--- src/verilog/iwsc_defines.vh ---
// Purpose: Constants for the idle wake and sleep controller
// Assumes: 10 MHz reference clock
// Notes:   Offsets are AXI4-Lite byte addresses
`ifndef IWSC_DEFINES_VH
`define IWSC_DEFINES_VH

// Register byte offsets
`define IWSC_OFF_CTRL     8'h00
`define IWSC_OFF_MODE     8'h04
`define IWSC_OFF_IRQ_EN   8'h08
`define IWSC_OFF_IRQ_MASK 8'h0C
`define IWSC_OFF_MATCH    8'h10
`define IWSC_OFF_COUNT    8'h14
`define IWSC_OFF_EVT      8'h18
`define IWSC_OFF_EVT_MASK 8'h1C

// Control fields
`define IWSC_CTRL_CLKSW   1
`define IWSC_CTRL_WDOG    2

// Event bits
`define IWSC_EVT_WAKE     0
`define IWSC_EVT_SLEEP    1
`define IWSC_EVT_WDOG     2
`define IWSC_EVT_PIN      3
`define IWSC_EVT_W        4

// Reset values
`define IWSC_RST_MATCH    32'hFFFFFFFF
`define IWSC_RST_WORD     32'h00000000

// Widths
`define IWSC_IRQ_W        8
`define IWSC_PSU_CW       17

// Timing
`define IWSC_CLK_KHZ      10000
`define IWSC_PSU_MS       10
// Sized to the timer width: 10 ms of 10 MHz clock, 100000 cycles
`define IWSC_PSU_CYCLES   17'h186A0
`define IWSC_RST_HOLD     3'h4

// Bus responses
`define IWSC_RESP_OKAY    2'h0
`define IWSC_RESP_SLVERR  2'h2

`endif

--- src/verilog/iwsc_psu_timer.v ---
// Purpose: Free-running supply timer with fault blanking window
// Assumes: wake is a one-cycle pulse
// Notes:   Blanking ends at the end of the current timer cycle
`timescale 1ns/100ps
`include "iwsc_defines.vh"
module iwsc_psu_timer (
  ref_clk,
  sys_rst,
  wake,
  blank_r
);
  parameter [`IWSC_PSU_CW-1:0] CYCLES = `IWSC_PSU_CYCLES;

  input  wire ref_clk;
  input  wire sys_rst;
  input  wire wake;
  output reg  blank_r;

  reg [`IWSC_PSU_CW-1:0] cnt_r;
  wire                   wrap;

  assign wrap = (cnt_r == CYCLES - 1'b1);

  always @(posedge ref_clk or posedge sys_rst) begin
    if (sys_rst) begin
      cnt_r   <= {`IWSC_PSU_CW{1'b0}};
      blank_r <= 1'b0;
    end else begin
      cnt_r <= wrap ? {`IWSC_PSU_CW{1'b0}} : cnt_r + 1'b1;
      // A wake on the wrap cycle must still blank a full cycle
      if (wake)
        blank_r <= 1'b1;
      else if (wrap)
        blank_r <= 1'b0;
    end
  end
endmodule // iwsc_psu_timer

--- src/verilog/iwsc_sync2.v ---
// Purpose: Two-stage synchroniser, one per bit
// Assumes: Inputs are levels
// Notes:   Stage one feeds stage two only
`timescale 1ns/100ps
module iwsc_sync2 (
  ref_clk,
  sys_rst,
  din,
  dout_r
);
  input  wire       ref_clk;
  input  wire       sys_rst;
  input  wire [1:0] din;
  output wire [1:0] dout_r;

  genvar g;
  generate
    for (g = 0; g < 2; g = g + 1) begin : g_bit
      reg meta_r;
      reg sync_r;
      always @(posedge ref_clk or posedge sys_rst) begin
        if (sys_rst) begin
          meta_r <= 1'b0;
          sync_r <= 1'b0;
        end else begin
          meta_r <= din[g];
          sync_r <= meta_r;
        end
      end
      assign dout_r[g] = sync_r;
    end
  endgenerate
endmodule // iwsc_sync2

--- src/verilog/iwsc_top.v ---
// Purpose: Idle exit, watchdog reset and supply-fault sleep control
// Assumes: All pins synchronous to ref_clk except the two fault inputs
// Notes:   AXI4-Lite slave, one write and one read in flight
//
// The AXI4-Lite slave port and the register offsets are this design's own decisions.
`timescale 1ns/100ps
`include "iwsc_defines.vh"

// Operation
// - Enabled interrupt ends idle, back to run
// - Mask ignored when deciding idle wake-up
// - Wake restarts clocks, completes WFI, resumes
// - Masked waker: continue after WFI, no vector
// - Unmasked waker: take the interrupt vector
// - Reset pin low in idle ends idle
// - Watchdog match on channel three asserts reset
// - Enabled watchdog keeps counting during idle
// - Battery or supply fault in idle: sleep
// - Supply fault input causes sleep entry
// - Supply fault ignored after wake until the current timer cycle ends
// - Clock switching disabled at reset
module iwsc_top (
  ref_clk,
  sys_rst,
  s_axi_awvalid,
  s_axi_awready,
  s_axi_awaddr,
  s_axi_wvalid,
  s_axi_wready,
  s_axi_wdata,
  s_axi_wstrb,
  s_axi_bvalid,
  s_axi_bready,
  s_axi_bresp,
  s_axi_arvalid,
  s_axi_arready,
  s_axi_araddr,
  s_axi_rvalid,
  s_axi_rready,
  s_axi_rdata,
  s_axi_rresp,
  irq_src,
  core_wfi,
  hard_reset_pin_n,
  battery_fault_in,
  vdd_fault_in,
  cpu_clk_en_r,
  wfi_done_r,
  irq_take_r,
  core_rst_r,
  sleep_r,
  core_clock_out,
  irq_out_r
);
  parameter [`IWSC_PSU_CW-1:0] PSU_CYCLES = `IWSC_PSU_CYCLES;

  input  wire                   ref_clk;
  input  wire                   sys_rst;
  input  wire                   s_axi_awvalid;
  output reg                    s_axi_awready;
  input  wire [7:0]             s_axi_awaddr;
  input  wire                   s_axi_wvalid;
  output reg                    s_axi_wready;
  input  wire [31:0]            s_axi_wdata;
  input  wire [3:0]             s_axi_wstrb;
  output reg                    s_axi_bvalid;
  input  wire                   s_axi_bready;
  output reg  [1:0]             s_axi_bresp;
  input  wire                   s_axi_arvalid;
  output reg                    s_axi_arready;
  input  wire [7:0]             s_axi_araddr;
  output reg                    s_axi_rvalid;
  input  wire                   s_axi_rready;
  output reg  [31:0]            s_axi_rdata;
  output reg  [1:0]             s_axi_rresp;
  input  wire [`IWSC_IRQ_W-1:0] irq_src;
  input  wire                   core_wfi;
  input  wire                   hard_reset_pin_n;
  input  wire                   battery_fault_in;
  input  wire                   vdd_fault_in;
  output reg                    cpu_clk_en_r;
  output reg                    wfi_done_r;
  output reg                    irq_take_r;
  output reg                    core_rst_r;
  output reg                    sleep_r;
  output reg                    core_clock_out;
  output reg                    irq_out_r;

  localparam [5:0] ST_RUN    = 6'h01;
  localparam [5:0] ST_IDLE   = 6'h02;
  localparam [5:0] ST_WAKE   = 6'h04;
  localparam [5:0] ST_RESUME = 6'h08;
  localparam [5:0] ST_SLEEP  = 6'h10;
  localparam [5:0] ST_RST    = 6'h20;

  ////////////////////////////////////////////////////////////////////////////
  // Fault synchronisers and supply timer

  wire [1:0] fault_s;
  wire       batt_s;
  wire       vdd_s;
  wire       blank;
  reg        wake_evt_r;

  iwsc_sync2 u_sync (
    .ref_clk (ref_clk),
    .sys_rst (sys_rst),
    .din     ({vdd_fault_in, battery_fault_in}),
    .dout_r  (fault_s)
  );

  assign batt_s = fault_s[0];
  assign vdd_s  = fault_s[1];

  iwsc_psu_timer #(.CYCLES(PSU_CYCLES)) u_psu (
    .ref_clk (ref_clk),
    .sys_rst (sys_rst),
    .wake    (wake_evt_r),
    .blank_r (blank)
  );

  ////////////////////////////////////////////////////////////////////////////
  // Registers and watchdog

  reg [5:0]             state_r;
  reg [5:0]             state_nxt;
  reg [2:0]             rst_cnt_r;
  reg                   wdog_en_r;
  reg [`IWSC_IRQ_W-1:0] irq_en_r;
  reg [`IWSC_IRQ_W-1:0] interrupt_mask_reg;
  reg [31:0]            timer_match_reg;
  reg [31:0]            count_r;
  reg [`IWSC_EVT_W-1:0] evt_r;
  reg [`IWSC_EVT_W-1:0] evt_mask_r;
  reg                   waker_unmasked_r;
  reg                   aw_got_r;
  reg                   w_got_r;
  reg [7:0]             aw_addr_r;
  reg [31:0]            w_data_r;
  reg [3:0]             w_strb_r;

  wire                   wr_fire;
  wire                   rd_fire;
  wire [`IWSC_IRQ_W-1:0] pend;
  wire                   wake_req;
  wire                   vdd_live;
  wire                   wdog_hit;
  wire                   pin_rst;
  wire [`IWSC_EVT_W-1:0] evt_set;
  wire [`IWSC_EVT_W-1:0] evt_nxt;

  function [31:0] wmerge;
    input [31:0] old;
    input [31:0] data;
    input [3:0]  strb;
    integer i;
    begin
      wmerge = old;
      for (i = 0; i < 4; i = i + 1)
        if (strb[i])
          wmerge[i*8 +: 8] = data[i*8 +: 8];
    end
  endfunction

  assign wr_fire  = aw_got_r & w_got_r & ~s_axi_bvalid;
  assign rd_fire  = s_axi_arvalid & s_axi_arready;
  // Mask plays no part in waking, only in vector selection
  assign pend     = irq_src & irq_en_r;
  assign wake_req = |pend;
  assign vdd_live = vdd_s & ~blank;
  // Counter never stops in idle, so the watchdog stays armed
  assign wdog_hit = wdog_en_r & (count_r == timer_match_reg);
  assign pin_rst  = ~hard_reset_pin_n;

  always @(posedge ref_clk or posedge sys_rst) begin
    if (sys_rst)
      count_r <= `IWSC_RST_WORD;
    else
      count_r <= count_r + 32'h00000001;
  end

  always @(posedge ref_clk or posedge sys_rst) begin
    if (sys_rst) begin
      core_clock_out     <= 1'b0;
      wdog_en_r          <= 1'b0;
      irq_en_r           <= {`IWSC_IRQ_W{1'b0}};
      interrupt_mask_reg <= {`IWSC_IRQ_W{1'b0}};
      timer_match_reg    <= `IWSC_RST_MATCH;
      evt_mask_r         <= {`IWSC_EVT_W{1'b0}};
    end else begin
      if (wr_fire) begin
        case (aw_addr_r)
          `IWSC_OFF_CTRL: if (w_strb_r[0]) begin
            core_clock_out <= w_data_r[`IWSC_CTRL_CLKSW];
            wdog_en_r      <= w_data_r[`IWSC_CTRL_WDOG];
          end
          `IWSC_OFF_IRQ_EN: if (w_strb_r[0])
            irq_en_r <= w_data_r[`IWSC_IRQ_W-1:0];
          `IWSC_OFF_IRQ_MASK: if (w_strb_r[0])
            interrupt_mask_reg <= w_data_r[`IWSC_IRQ_W-1:0];
          `IWSC_OFF_MATCH:
            timer_match_reg <= wmerge(timer_match_reg, w_data_r, w_strb_r);
          `IWSC_OFF_EVT_MASK: if (w_strb_r[0])
            evt_mask_r <= w_data_r[`IWSC_EVT_W-1:0];
          default: ;
        endcase
      end
      // Idle entry and every core reset drop back to the memory clock
      if ((state_r == ST_RUN && core_wfi) || state_nxt == ST_RST)
        core_clock_out <= 1'b0;
    end
  end

  ////////////////////////////////////////////////////////////////////////////
  // Mode state machine

  always @* begin
    state_nxt = state_r;
    if (pin_rst || wdog_hit) begin
      state_nxt = ST_RST;
    end else begin
      case (state_r)
        ST_RUN: begin
          if (vdd_live)
            state_nxt = ST_SLEEP;
          else if (core_wfi)
            state_nxt = ST_IDLE;
        end
        ST_IDLE: begin
          if (batt_s || vdd_live)
            state_nxt = ST_SLEEP;
          else if (wake_req)
            state_nxt = ST_WAKE;
        end
        ST_WAKE:   state_nxt = ST_RESUME;
        ST_RESUME: state_nxt = ST_RUN;
        ST_SLEEP: begin
          if (wake_req)
            state_nxt = ST_RST;
        end
        ST_RST: begin
          if (rst_cnt_r == 3'h0)
            state_nxt = ST_RUN;
        end
        default:   state_nxt = ST_RST;
      endcase
    end
  end

  always @(posedge ref_clk or posedge sys_rst) begin
    if (sys_rst) begin
      state_r          <= ST_RUN;
      rst_cnt_r        <= 3'h0;
      cpu_clk_en_r     <= 1'b1;
      wfi_done_r       <= 1'b0;
      irq_take_r       <= 1'b0;
      core_rst_r       <= 1'b0;
      sleep_r          <= 1'b0;
      waker_unmasked_r <= 1'b0;
      wake_evt_r       <= 1'b0;
    end else begin
      state_r    <= state_nxt;
      wfi_done_r <= 1'b0;
      irq_take_r <= 1'b0;
      wake_evt_r <= 1'b0;
      if (state_nxt == ST_RST && state_r != ST_RST)
        rst_cnt_r <= `IWSC_RST_HOLD;
      else if (state_r == ST_RST && (pin_rst || wdog_hit))
        rst_cnt_r <= `IWSC_RST_HOLD;
      else if (rst_cnt_r != 3'h0)
        rst_cnt_r <= rst_cnt_r - 3'h1;
      core_rst_r   <= (state_nxt == ST_RST);
      sleep_r      <= (state_nxt == ST_SLEEP);
      cpu_clk_en_r <= (state_nxt == ST_RUN) || (state_nxt == ST_WAKE)
                      || (state_nxt == ST_RESUME);
      if (state_r == ST_IDLE && state_nxt == ST_WAKE) begin
        waker_unmasked_r <= |(pend & interrupt_mask_reg);
        wake_evt_r       <= 1'b1;
      end
      if (state_r == ST_SLEEP && state_nxt == ST_RST)
        wake_evt_r <= 1'b1;
      if (state_r == ST_WAKE) begin
        wfi_done_r <= 1'b1;
        irq_take_r <= waker_unmasked_r;
      end
    end
  end

  ////////////////////////////////////////////////////////////////////////////
  // Events and interrupt

  assign evt_set = {state_nxt == ST_RST && state_r != ST_RST && pin_rst,
                    state_nxt == ST_RST && state_r != ST_RST && wdog_hit,
                    state_nxt == ST_SLEEP && state_r != ST_SLEEP,
                    state_r == ST_WAKE};
  // A set in the read cycle survives the read clear
  assign evt_nxt = evt_set |
                   ((rd_fire && s_axi_araddr == `IWSC_OFF_EVT) ?
                    {`IWSC_EVT_W{1'b0}} : evt_r);

  always @(posedge ref_clk or posedge sys_rst) begin
    if (sys_rst) begin
      evt_r     <= {`IWSC_EVT_W{1'b0}};
      irq_out_r <= 1'b0;
    end else begin
      evt_r     <= evt_nxt;
      irq_out_r <= |(evt_nxt & evt_mask_r);
    end
  end

  ////////////////////////////////////////////////////////////////////////////
  // AXI4-Lite slave

  always @(posedge ref_clk or posedge sys_rst) begin
    if (sys_rst) begin
      s_axi_awready <= 1'b1;
      s_axi_wready  <= 1'b1;
      s_axi_bvalid  <= 1'b0;
      s_axi_bresp   <= `IWSC_RESP_OKAY;
      aw_got_r      <= 1'b0;
      w_got_r       <= 1'b0;
      aw_addr_r     <= 8'h00;
      w_data_r      <= `IWSC_RST_WORD;
      w_strb_r      <= 4'h0;
    end else begin
      if (s_axi_awvalid && s_axi_awready) begin
        aw_got_r      <= 1'b1;
        aw_addr_r     <= s_axi_awaddr;
        s_axi_awready <= 1'b0;
      end
      if (s_axi_wvalid && s_axi_wready) begin
        w_got_r      <= 1'b1;
        w_data_r     <= s_axi_wdata;
        w_strb_r     <= s_axi_wstrb;
        s_axi_wready <= 1'b0;
      end
      if (wr_fire) begin
        aw_got_r     <= 1'b0;
        w_got_r      <= 1'b0;
        s_axi_bvalid <= 1'b1;
        case (aw_addr_r)
          `IWSC_OFF_CTRL, `IWSC_OFF_IRQ_EN, `IWSC_OFF_IRQ_MASK,
          `IWSC_OFF_MATCH, `IWSC_OFF_EVT_MASK:
            s_axi_bresp <= `IWSC_RESP_OKAY;
          default:
            s_axi_bresp <= `IWSC_RESP_SLVERR;
        endcase
      end
      if (s_axi_bvalid && s_axi_bready) begin
        s_axi_bvalid  <= 1'b0;
        s_axi_awready <= 1'b1;
        s_axi_wready  <= 1'b1;
      end
    end
  end

  always @(posedge ref_clk or posedge sys_rst) begin
    if (sys_rst) begin
      s_axi_arready <= 1'b1;
      s_axi_rvalid  <= 1'b0;
      s_axi_rdata   <= `IWSC_RST_WORD;
      s_axi_rresp   <= `IWSC_RESP_OKAY;
    end else begin
      if (rd_fire) begin
        s_axi_arready <= 1'b0;
        s_axi_rvalid  <= 1'b1;
        s_axi_rresp   <= `IWSC_RESP_OKAY;
        s_axi_rdata   <= `IWSC_RST_WORD;
        case (s_axi_araddr)
          `IWSC_OFF_CTRL:
            s_axi_rdata[2:0] <= {wdog_en_r, core_clock_out, 1'b0};
          `IWSC_OFF_MODE:
            s_axi_rdata[7:0] <= {waker_unmasked_r, blank, state_r};
          `IWSC_OFF_IRQ_EN:
            s_axi_rdata[`IWSC_IRQ_W-1:0] <= irq_en_r;
          `IWSC_OFF_IRQ_MASK:
            s_axi_rdata[`IWSC_IRQ_W-1:0] <= interrupt_mask_reg;
          `IWSC_OFF_MATCH:    s_axi_rdata <= timer_match_reg;
          `IWSC_OFF_COUNT:    s_axi_rdata <= count_r;
          `IWSC_OFF_EVT:
            s_axi_rdata[`IWSC_EVT_W-1:0] <= evt_r;
          `IWSC_OFF_EVT_MASK:
            s_axi_rdata[`IWSC_EVT_W-1:0] <= evt_mask_r;
          default:
            s_axi_rresp <= `IWSC_RESP_SLVERR;
        endcase
      end
      if (s_axi_rvalid && s_axi_rready) begin
        s_axi_rvalid  <= 1'b0;
        s_axi_arready <= 1'b1;
      end
    end
  end
endmodule // iwsc_top
--- config.mk ---
export PLATFORM = sky130hd
export DESIGN_NAME = iwsc_top
export DESIGN_NICKNAME = d
export VERILOG_FILES = /design/src/verilog/iwsc_psu_timer.v /design/src/verilog/iwsc_sync2.v /design/src/verilog/iwsc_top.v
export VERILOG_INCLUDE_DIRS = /design/src /design/src/verilog
export SDC_FILE = /design/constraint.sdc
export NUM_CORES = 1
export LEC_CHECK = 0
export ABC_AREA = 1
export BUFFER_PORTS_ARGS = -buffer_cell sky130_fd_sc_hd__buf_2
export CORE_UTILIZATION = 64
export CTS_BUF_LIST = sky130_fd_sc_hd__clkbuf_4
export DETAILED_ROUTE_END_ITERATION = 10
export PLACE_DENSITY = 0.87
export SLEW_MARGIN = 20
export SYNTH_ARGS = -nofsm -noshare
export SYNTH_HDL_FRONTEND = slang
export SYNTH_SLANG_ARGS = --single-unit
--- constraint.sdc ---
create_clock -name ref_clk -period 11.85 [get_ports ref_clk]
set_input_delay 2.37 -clock ref_clk [delete_from_list [all_inputs] [get_ports ref_clk]]
set_output_delay 2.37 -clock ref_clk [all_outputs]
set_load 0.1 [all_outputs]
== Word level (Yosys, flattened, before mapping) ==
Index checks and enable logic that the tools add are counted.

* Input port bits: 71
* Logic and storage cells: 171
* Flip-flop bits (word level): 216
* Output and inout bits: 48

* Eq/ne operators: 26
* Mux-type cells: 43
* Add/sub/neg operators: 3
* Reduce and logical (&&, ||, !) cells: 47
* Bitwise gates (word level): 12

{| class="wikitable"
|+ Operators with widths
! operator !! number
|-
| 8-bit by 5-bit equality test with 1-bit output, second input constant || 6
|-
| 24-bit one-hot mux with 2 select lines || 1
|-
| 6-bit two-way mux || 7
|-
| 6-bit one-hot mux with 6 select lines || 1
|-
| 32-bit by 1-bit adder with 32-bit output, second input constant || 1
|-
| 32-bit equality test || 1
|-
| 8-bit by 4-bit equality test with 1-bit output, second input constant || 4
|-
| 3-bit AND reduction || 9
|-
| 1-bit two-way mux || 24
|-
| 3-bit one-hot mux with 8 select lines || 1
|-
| 8-bit OR reduction || 3
|-
| 4-bit one-hot mux with 5 select lines || 1
|-
| 2-bit nonzero test || 10
|-
| 17-bit by 1-bit adder with 17-bit output, second input constant || 1
|-
| 17-bit equality test, second input constant || 1
|-
| 17-bit two-way mux || 1
|-
| 8-bit AND || 2
|-
| 8-bit zero test || 2
|-
| 1-bit logical AND || 13
|-
| 6-bit by 1-bit equality test with 1-bit output, second input constant || 2
|-
| 6-bit by 3-bit equality test with 1-bit output, second input constant || 2
|-
| 6-bit by 4-bit equality test with 1-bit output, second input constant || 2
|-
| 6-bit by 5-bit equality test with 1-bit output, second input constant || 2
|-
| 6-bit equality test, second input constant || 2
|-
| other kinds (18) || 32
|}

== Logic depth before layout (Yosys ltp) ==
* Depth after elaboration: 12
* Gate-level depth with buffers: 14
* Gate-level depth less buffers: 14

== By module ==
A second synthesis with hierarchy kept.

* Cells, all modules: 1246
* Area, all modules: 10129.7 µm²

{| class="wikitable"
|+ Modules (own cells, without submodules)
! module !! area each (µm²) !! times used !! sequential area each (µm²) !! cells an instance
|-
| iwsc_top || 8979.9 || 1 || 4850.9 || 1090
|-
| iwsc_psu_timer || 1031.0 || 1 || 450.4 || 149
|-
| iwsc_sync2 || 118.9 || 1 || 100.1 || 7
|}

== Worst setup path after synthesis ==
OpenSTA, ideal clock, no wires.

* Path type: input port to flip-flop
* Start point: in s_axi_araddr[7]
* End point: reg s_axi_rdata[0]
* Arrival: 3.597 ns
* Setup time: 0.068 ns
* Path buffers: 0
* Stages: 8
* Slack: 8.186 ns
* Path through: or2_2 nor3_2 nand2_1 o22ai_1 a21oi_1 nand2_1 nand2_1 nand2_1

* Word-level cells in the longest chain between the ends: 2

{| class="wikitable"
|+ RTL lines
! element !! line !! source
|-
| start, declared || iwsc_top.v:71 || <nowiki>input wire [7:0] s_axi_araddr;</nowiki>
|-
| 8-bit by 5-bit equality test with 1-bit output (tied with other cells) || iwsc_top.v:369 || <nowiki>case (s_axi_araddr)</nowiki>
|-
| 3-bit one-hot mux with 8 select lines (*) || iwsc_top.v:369 ||
|-
| end signal, assigned || iwsc_top.v:368 || <nowiki>s_axi_rdata <= `IWSC_RST_WORD;</nowiki>
|-
| end signal, assigned || iwsc_top.v:371 || <nowiki>s_axi_rdata[2:0] <= {wdog_en_r, core_clock_out, 1'b0};</nowiki>
|-
| end signal, assigned || iwsc_top.v:373 || <nowiki>s_axi_rdata[7:0] <= {waker_unmasked_r, blank, state_r};</nowiki>
|-
| end, declared || iwsc_top.v:74 || <nowiki>output reg [31:0] s_axi_rdata;</nowiki>
|}

Every way passes the cells marked *; elsewhere a longest branch is shown, timed or not.
A chain may end at the register's enable or synchronous reset.

== Final worst setup path ==
* Start point: reg s_axi_awready
* End point: out s_axi_awready

{| class="wikitable"
|+ RTL lines
! element !! line !! source
|-
| start, declared || iwsc_top.v:60 || <nowiki>output reg s_axi_awready;</nowiki>
|-
| start signal, assigned || iwsc_top.v:316 || <nowiki>s_axi_awready <= 1'b1;</nowiki>
|-
| start signal, assigned || iwsc_top.v:329 || <nowiki>s_axi_awready <= 1'b0;</nowiki>
|-
| start signal, assigned || iwsc_top.v:351 || <nowiki>s_axi_awready <= 1'b1;</nowiki>
|}

No word-level cell between the ends.

==> out/qor.yml <==
status: "finished clean"
fin_crit_sh: 0.339
grt_pass1_wl_um: 39300
path_clk_slew_ns: 0.07
crit_type: "reg2out"
io_buffers: 116
utilization: 0.750
setup_viol: 0
cts_hold_buf: 0
fill_cells: 1128
synth_cell_type_count: 44
grt_max_degree: 127
cts.sinks: 214
dieArea_um2: 16000
syn_inst: 1186
synth_top_cell_by_area: "dfrtp_1"
path_delay_family: "flip-flops"
grt_pass1_vias: 8111
die_y_um: 127
crit_path_start_kind: "flop"
cts_buffers: 54
cpPeakStageDelay_ns: 0.55
worst_clock_skew_ns: 0.0375
routabilityCongestion: 0.937
leakage_nw: 5.62
dp_hpwl_um: 16800
max-cap-violations: 0
slew_headroom: 0.273
powerDensity_nw_per_um2: 225
drtIter0Drc: 773
wl_um: 24200
netlist.area_leader.share: 0.446
layout-drive-gt1-share: 0.203
ys_ff_latch: 214
h-tree-depth: 2
grt_overflow_total: 0
hold_path.class: "reg2reg"
power.total_mw: 2.56
core-area_um2: 15200
synth_area_leaders: "dfrtp_1 (45%), nand2_1 (12%), dfstp_2 (9.8%)"
syn_area_um2: 9940
area_delta_synth_final_pct: 14.8
grt_usage: 0.312
num_rows: 45
io_pins: 119
cts_resized: 0
worstPathArrival_ns: 1.65
drv_slew: 0
vias_per_cell: 5.48
wl_per_cell_um: 15.4
vias: 8588
route.detailed.drc: 0
postCtsSetupBuffers: 0
rsz0062_at_grt: "no"
dr.pass1.iters: 5
nets: 1407
crit_buf_inv: 1
fmax_mhz: 249
finalSetupTns_ns: 0
die_w_um: 127
ys_warn_count: 0
finalHoldViolations: 0
cts-root-to-sink-buffers: 3
insertion_delay_ns: 0.68
cp_cell_sequence: "buf_2"
critical-path-slowest-cell: "dfstp_2"
ys_seq_area_frac: 0.544
worst_setup_path_end_kind: "output pin"
tightest_slew_ns: 1.09
ir_drop_mv: 0.228
initial_core_util: 0.654
cp.required_ns: 9.48
antenna_left: 0
cts_root_buf: "clkbuf_4"
crit_path_max_fanout: 3
cts_tree: "built"
period_needed_ns: 4.02
antenna_found_initial: 1
avgSynthCellArea_um2: 8.38
==> worst paths after layout <==
check | start | to | slack, ns | cells past startpoint
max reg2reg | s_axi_arready | s_axi_rdata[3] | 9.62 | 5
max in group asynchronous | sys_rst | u_psu.cnt_r[5] | 8.69 | 3
min | u_sync.g_bit[1].meta_r | u_sync.g_bit[1].sync_r | 0.35 | 0
max | s_axi_awready | s_axi_awready | 7.83 | 1
min in group asynchronous | sys_rst | w_data_r[9] | 1.87 | 2
min reg2reg | u_sync.g_bit[1].meta_r | u_sync.g_bit[1].sync_r | 0.35 | 0
==> per-layer routing <==
metal / GRT usage / up-vias / wire (um)
met2: 0.492 / 334 / 11400
met4: 0.110 / 0 / 486
met5: 0 / - / 0
met1: 0.440 / 4102 / 10600
met3: 0.0561 / 38 / 1730
li1: - / 4114 / -
==> cells in the final DEF, fill, tap and decap left out, drive strengths merged, types with 2 or more instances in the layout <==
cell type | netlist | routed
nand2 | 314 | 314
dfrtp | 177 | 177
inv | 167 | 168
o21ai | 126 | 126
buf | 6 | 119
nor2 | 99 | 99
clkbuf | 24 | 92
a21oi | 65 | 65
nand3 | 47 | 47
dfstp | 37 | 37
xor2 | 33 | 33
nor3 | 18 | 18
nand4 | 13 | 13
o22ai | 12 | 12
nor4 | 11 | 11
clkinv | 2 | 10
xnor2 | 8 | 8
ha | 4 | 4
a221oi | 3 | 3
a31oi | 3 | 3
or2 | 2 | 2
o31ai | 2 | 2
o2111ai | 2 | 2
a211oi | 2 | 2
a21o | 2 | 2
conb | 1 | 2
==> cell families after synthesis <==
kind of cell | share of synthesized area
buf+inv | 0.0762
xor+xnor | 0.0361
simple gates | 0.219
fa+ha+maj | 0.00504
flops | 0.544
other cells | 0.000377
compound gates | 0.119
==> area by class of cell <==
| cell class | instances | area [um^2] | share of cell area |
|---|---|---|---|
| clock inverters | 10 | 42.5 | 0.00373 |
| inverters | 169 | 642 | 0.0563 |
| flip-flops and latches | 214 | 5400 | 0.474 |
| multi-input cells | 774 | 3780 | 0.332 |
| repair buffers | 119 | 607 | 0.0532 |
| clock buffers | 92 | 691 | 0.0606 |
| diodes | 1 | 2.50 | 0.000219 |
| well taps | 188 | 235 | 0.0206 |
==> report_power, final <==
| group | switching, mW | leakage, nW | internal (mW) |
|---|---|---|---|
| clock network | 0.299 | 0.443 | 0.348 |
| registers | 0.105 | 2.65 | 0.920 |
| logic | 0.718 | 2.52 | 0.175 |
| total | 1.12 | 5.62 | 1.44 |
==> synthesized netlist by cell type, drive strengths merged <==
cell type  number
nand2         314
dfrtp         177
inv           167
o21ai         126
nor2           99
a21oi          65
nand3          47
dfstp          37
xor2           33
clkbuf         24
nor3           18
nand4          13
o22ai          12
nor4           11
xnor2           8
buf             6
ha              4
a221oi          3
a31oi           3
a211oi          2
a21o            2
clkinv          2
o2111ai         2
o31ai           2
or2             2
and3            1
conb            1
o211a           1
o211ai          1
o21bai          1
o221ai          1
o2bb2ai         1
==> through the flow <==
step | instance area, um^2 | setup slack [ns] | std cells | hold slack, ns
6_report | 11400 | 7.83 | 1567 | 0.353
5_1_grt | 11400 | 7.79 | 1567 | 0.367
4_1_cts | 11400 | 7.81 | 1566 | 0.356
3_5_place_dp | 10700 | 7.34 | 1464 | 0.343
3_3_place_gp | 10700 | 7.37 | 1464 | 0.334
2_1_floorplan | 9940 | 3.69 | 1187 | 0.331
(Power assumes the default switching activity.)
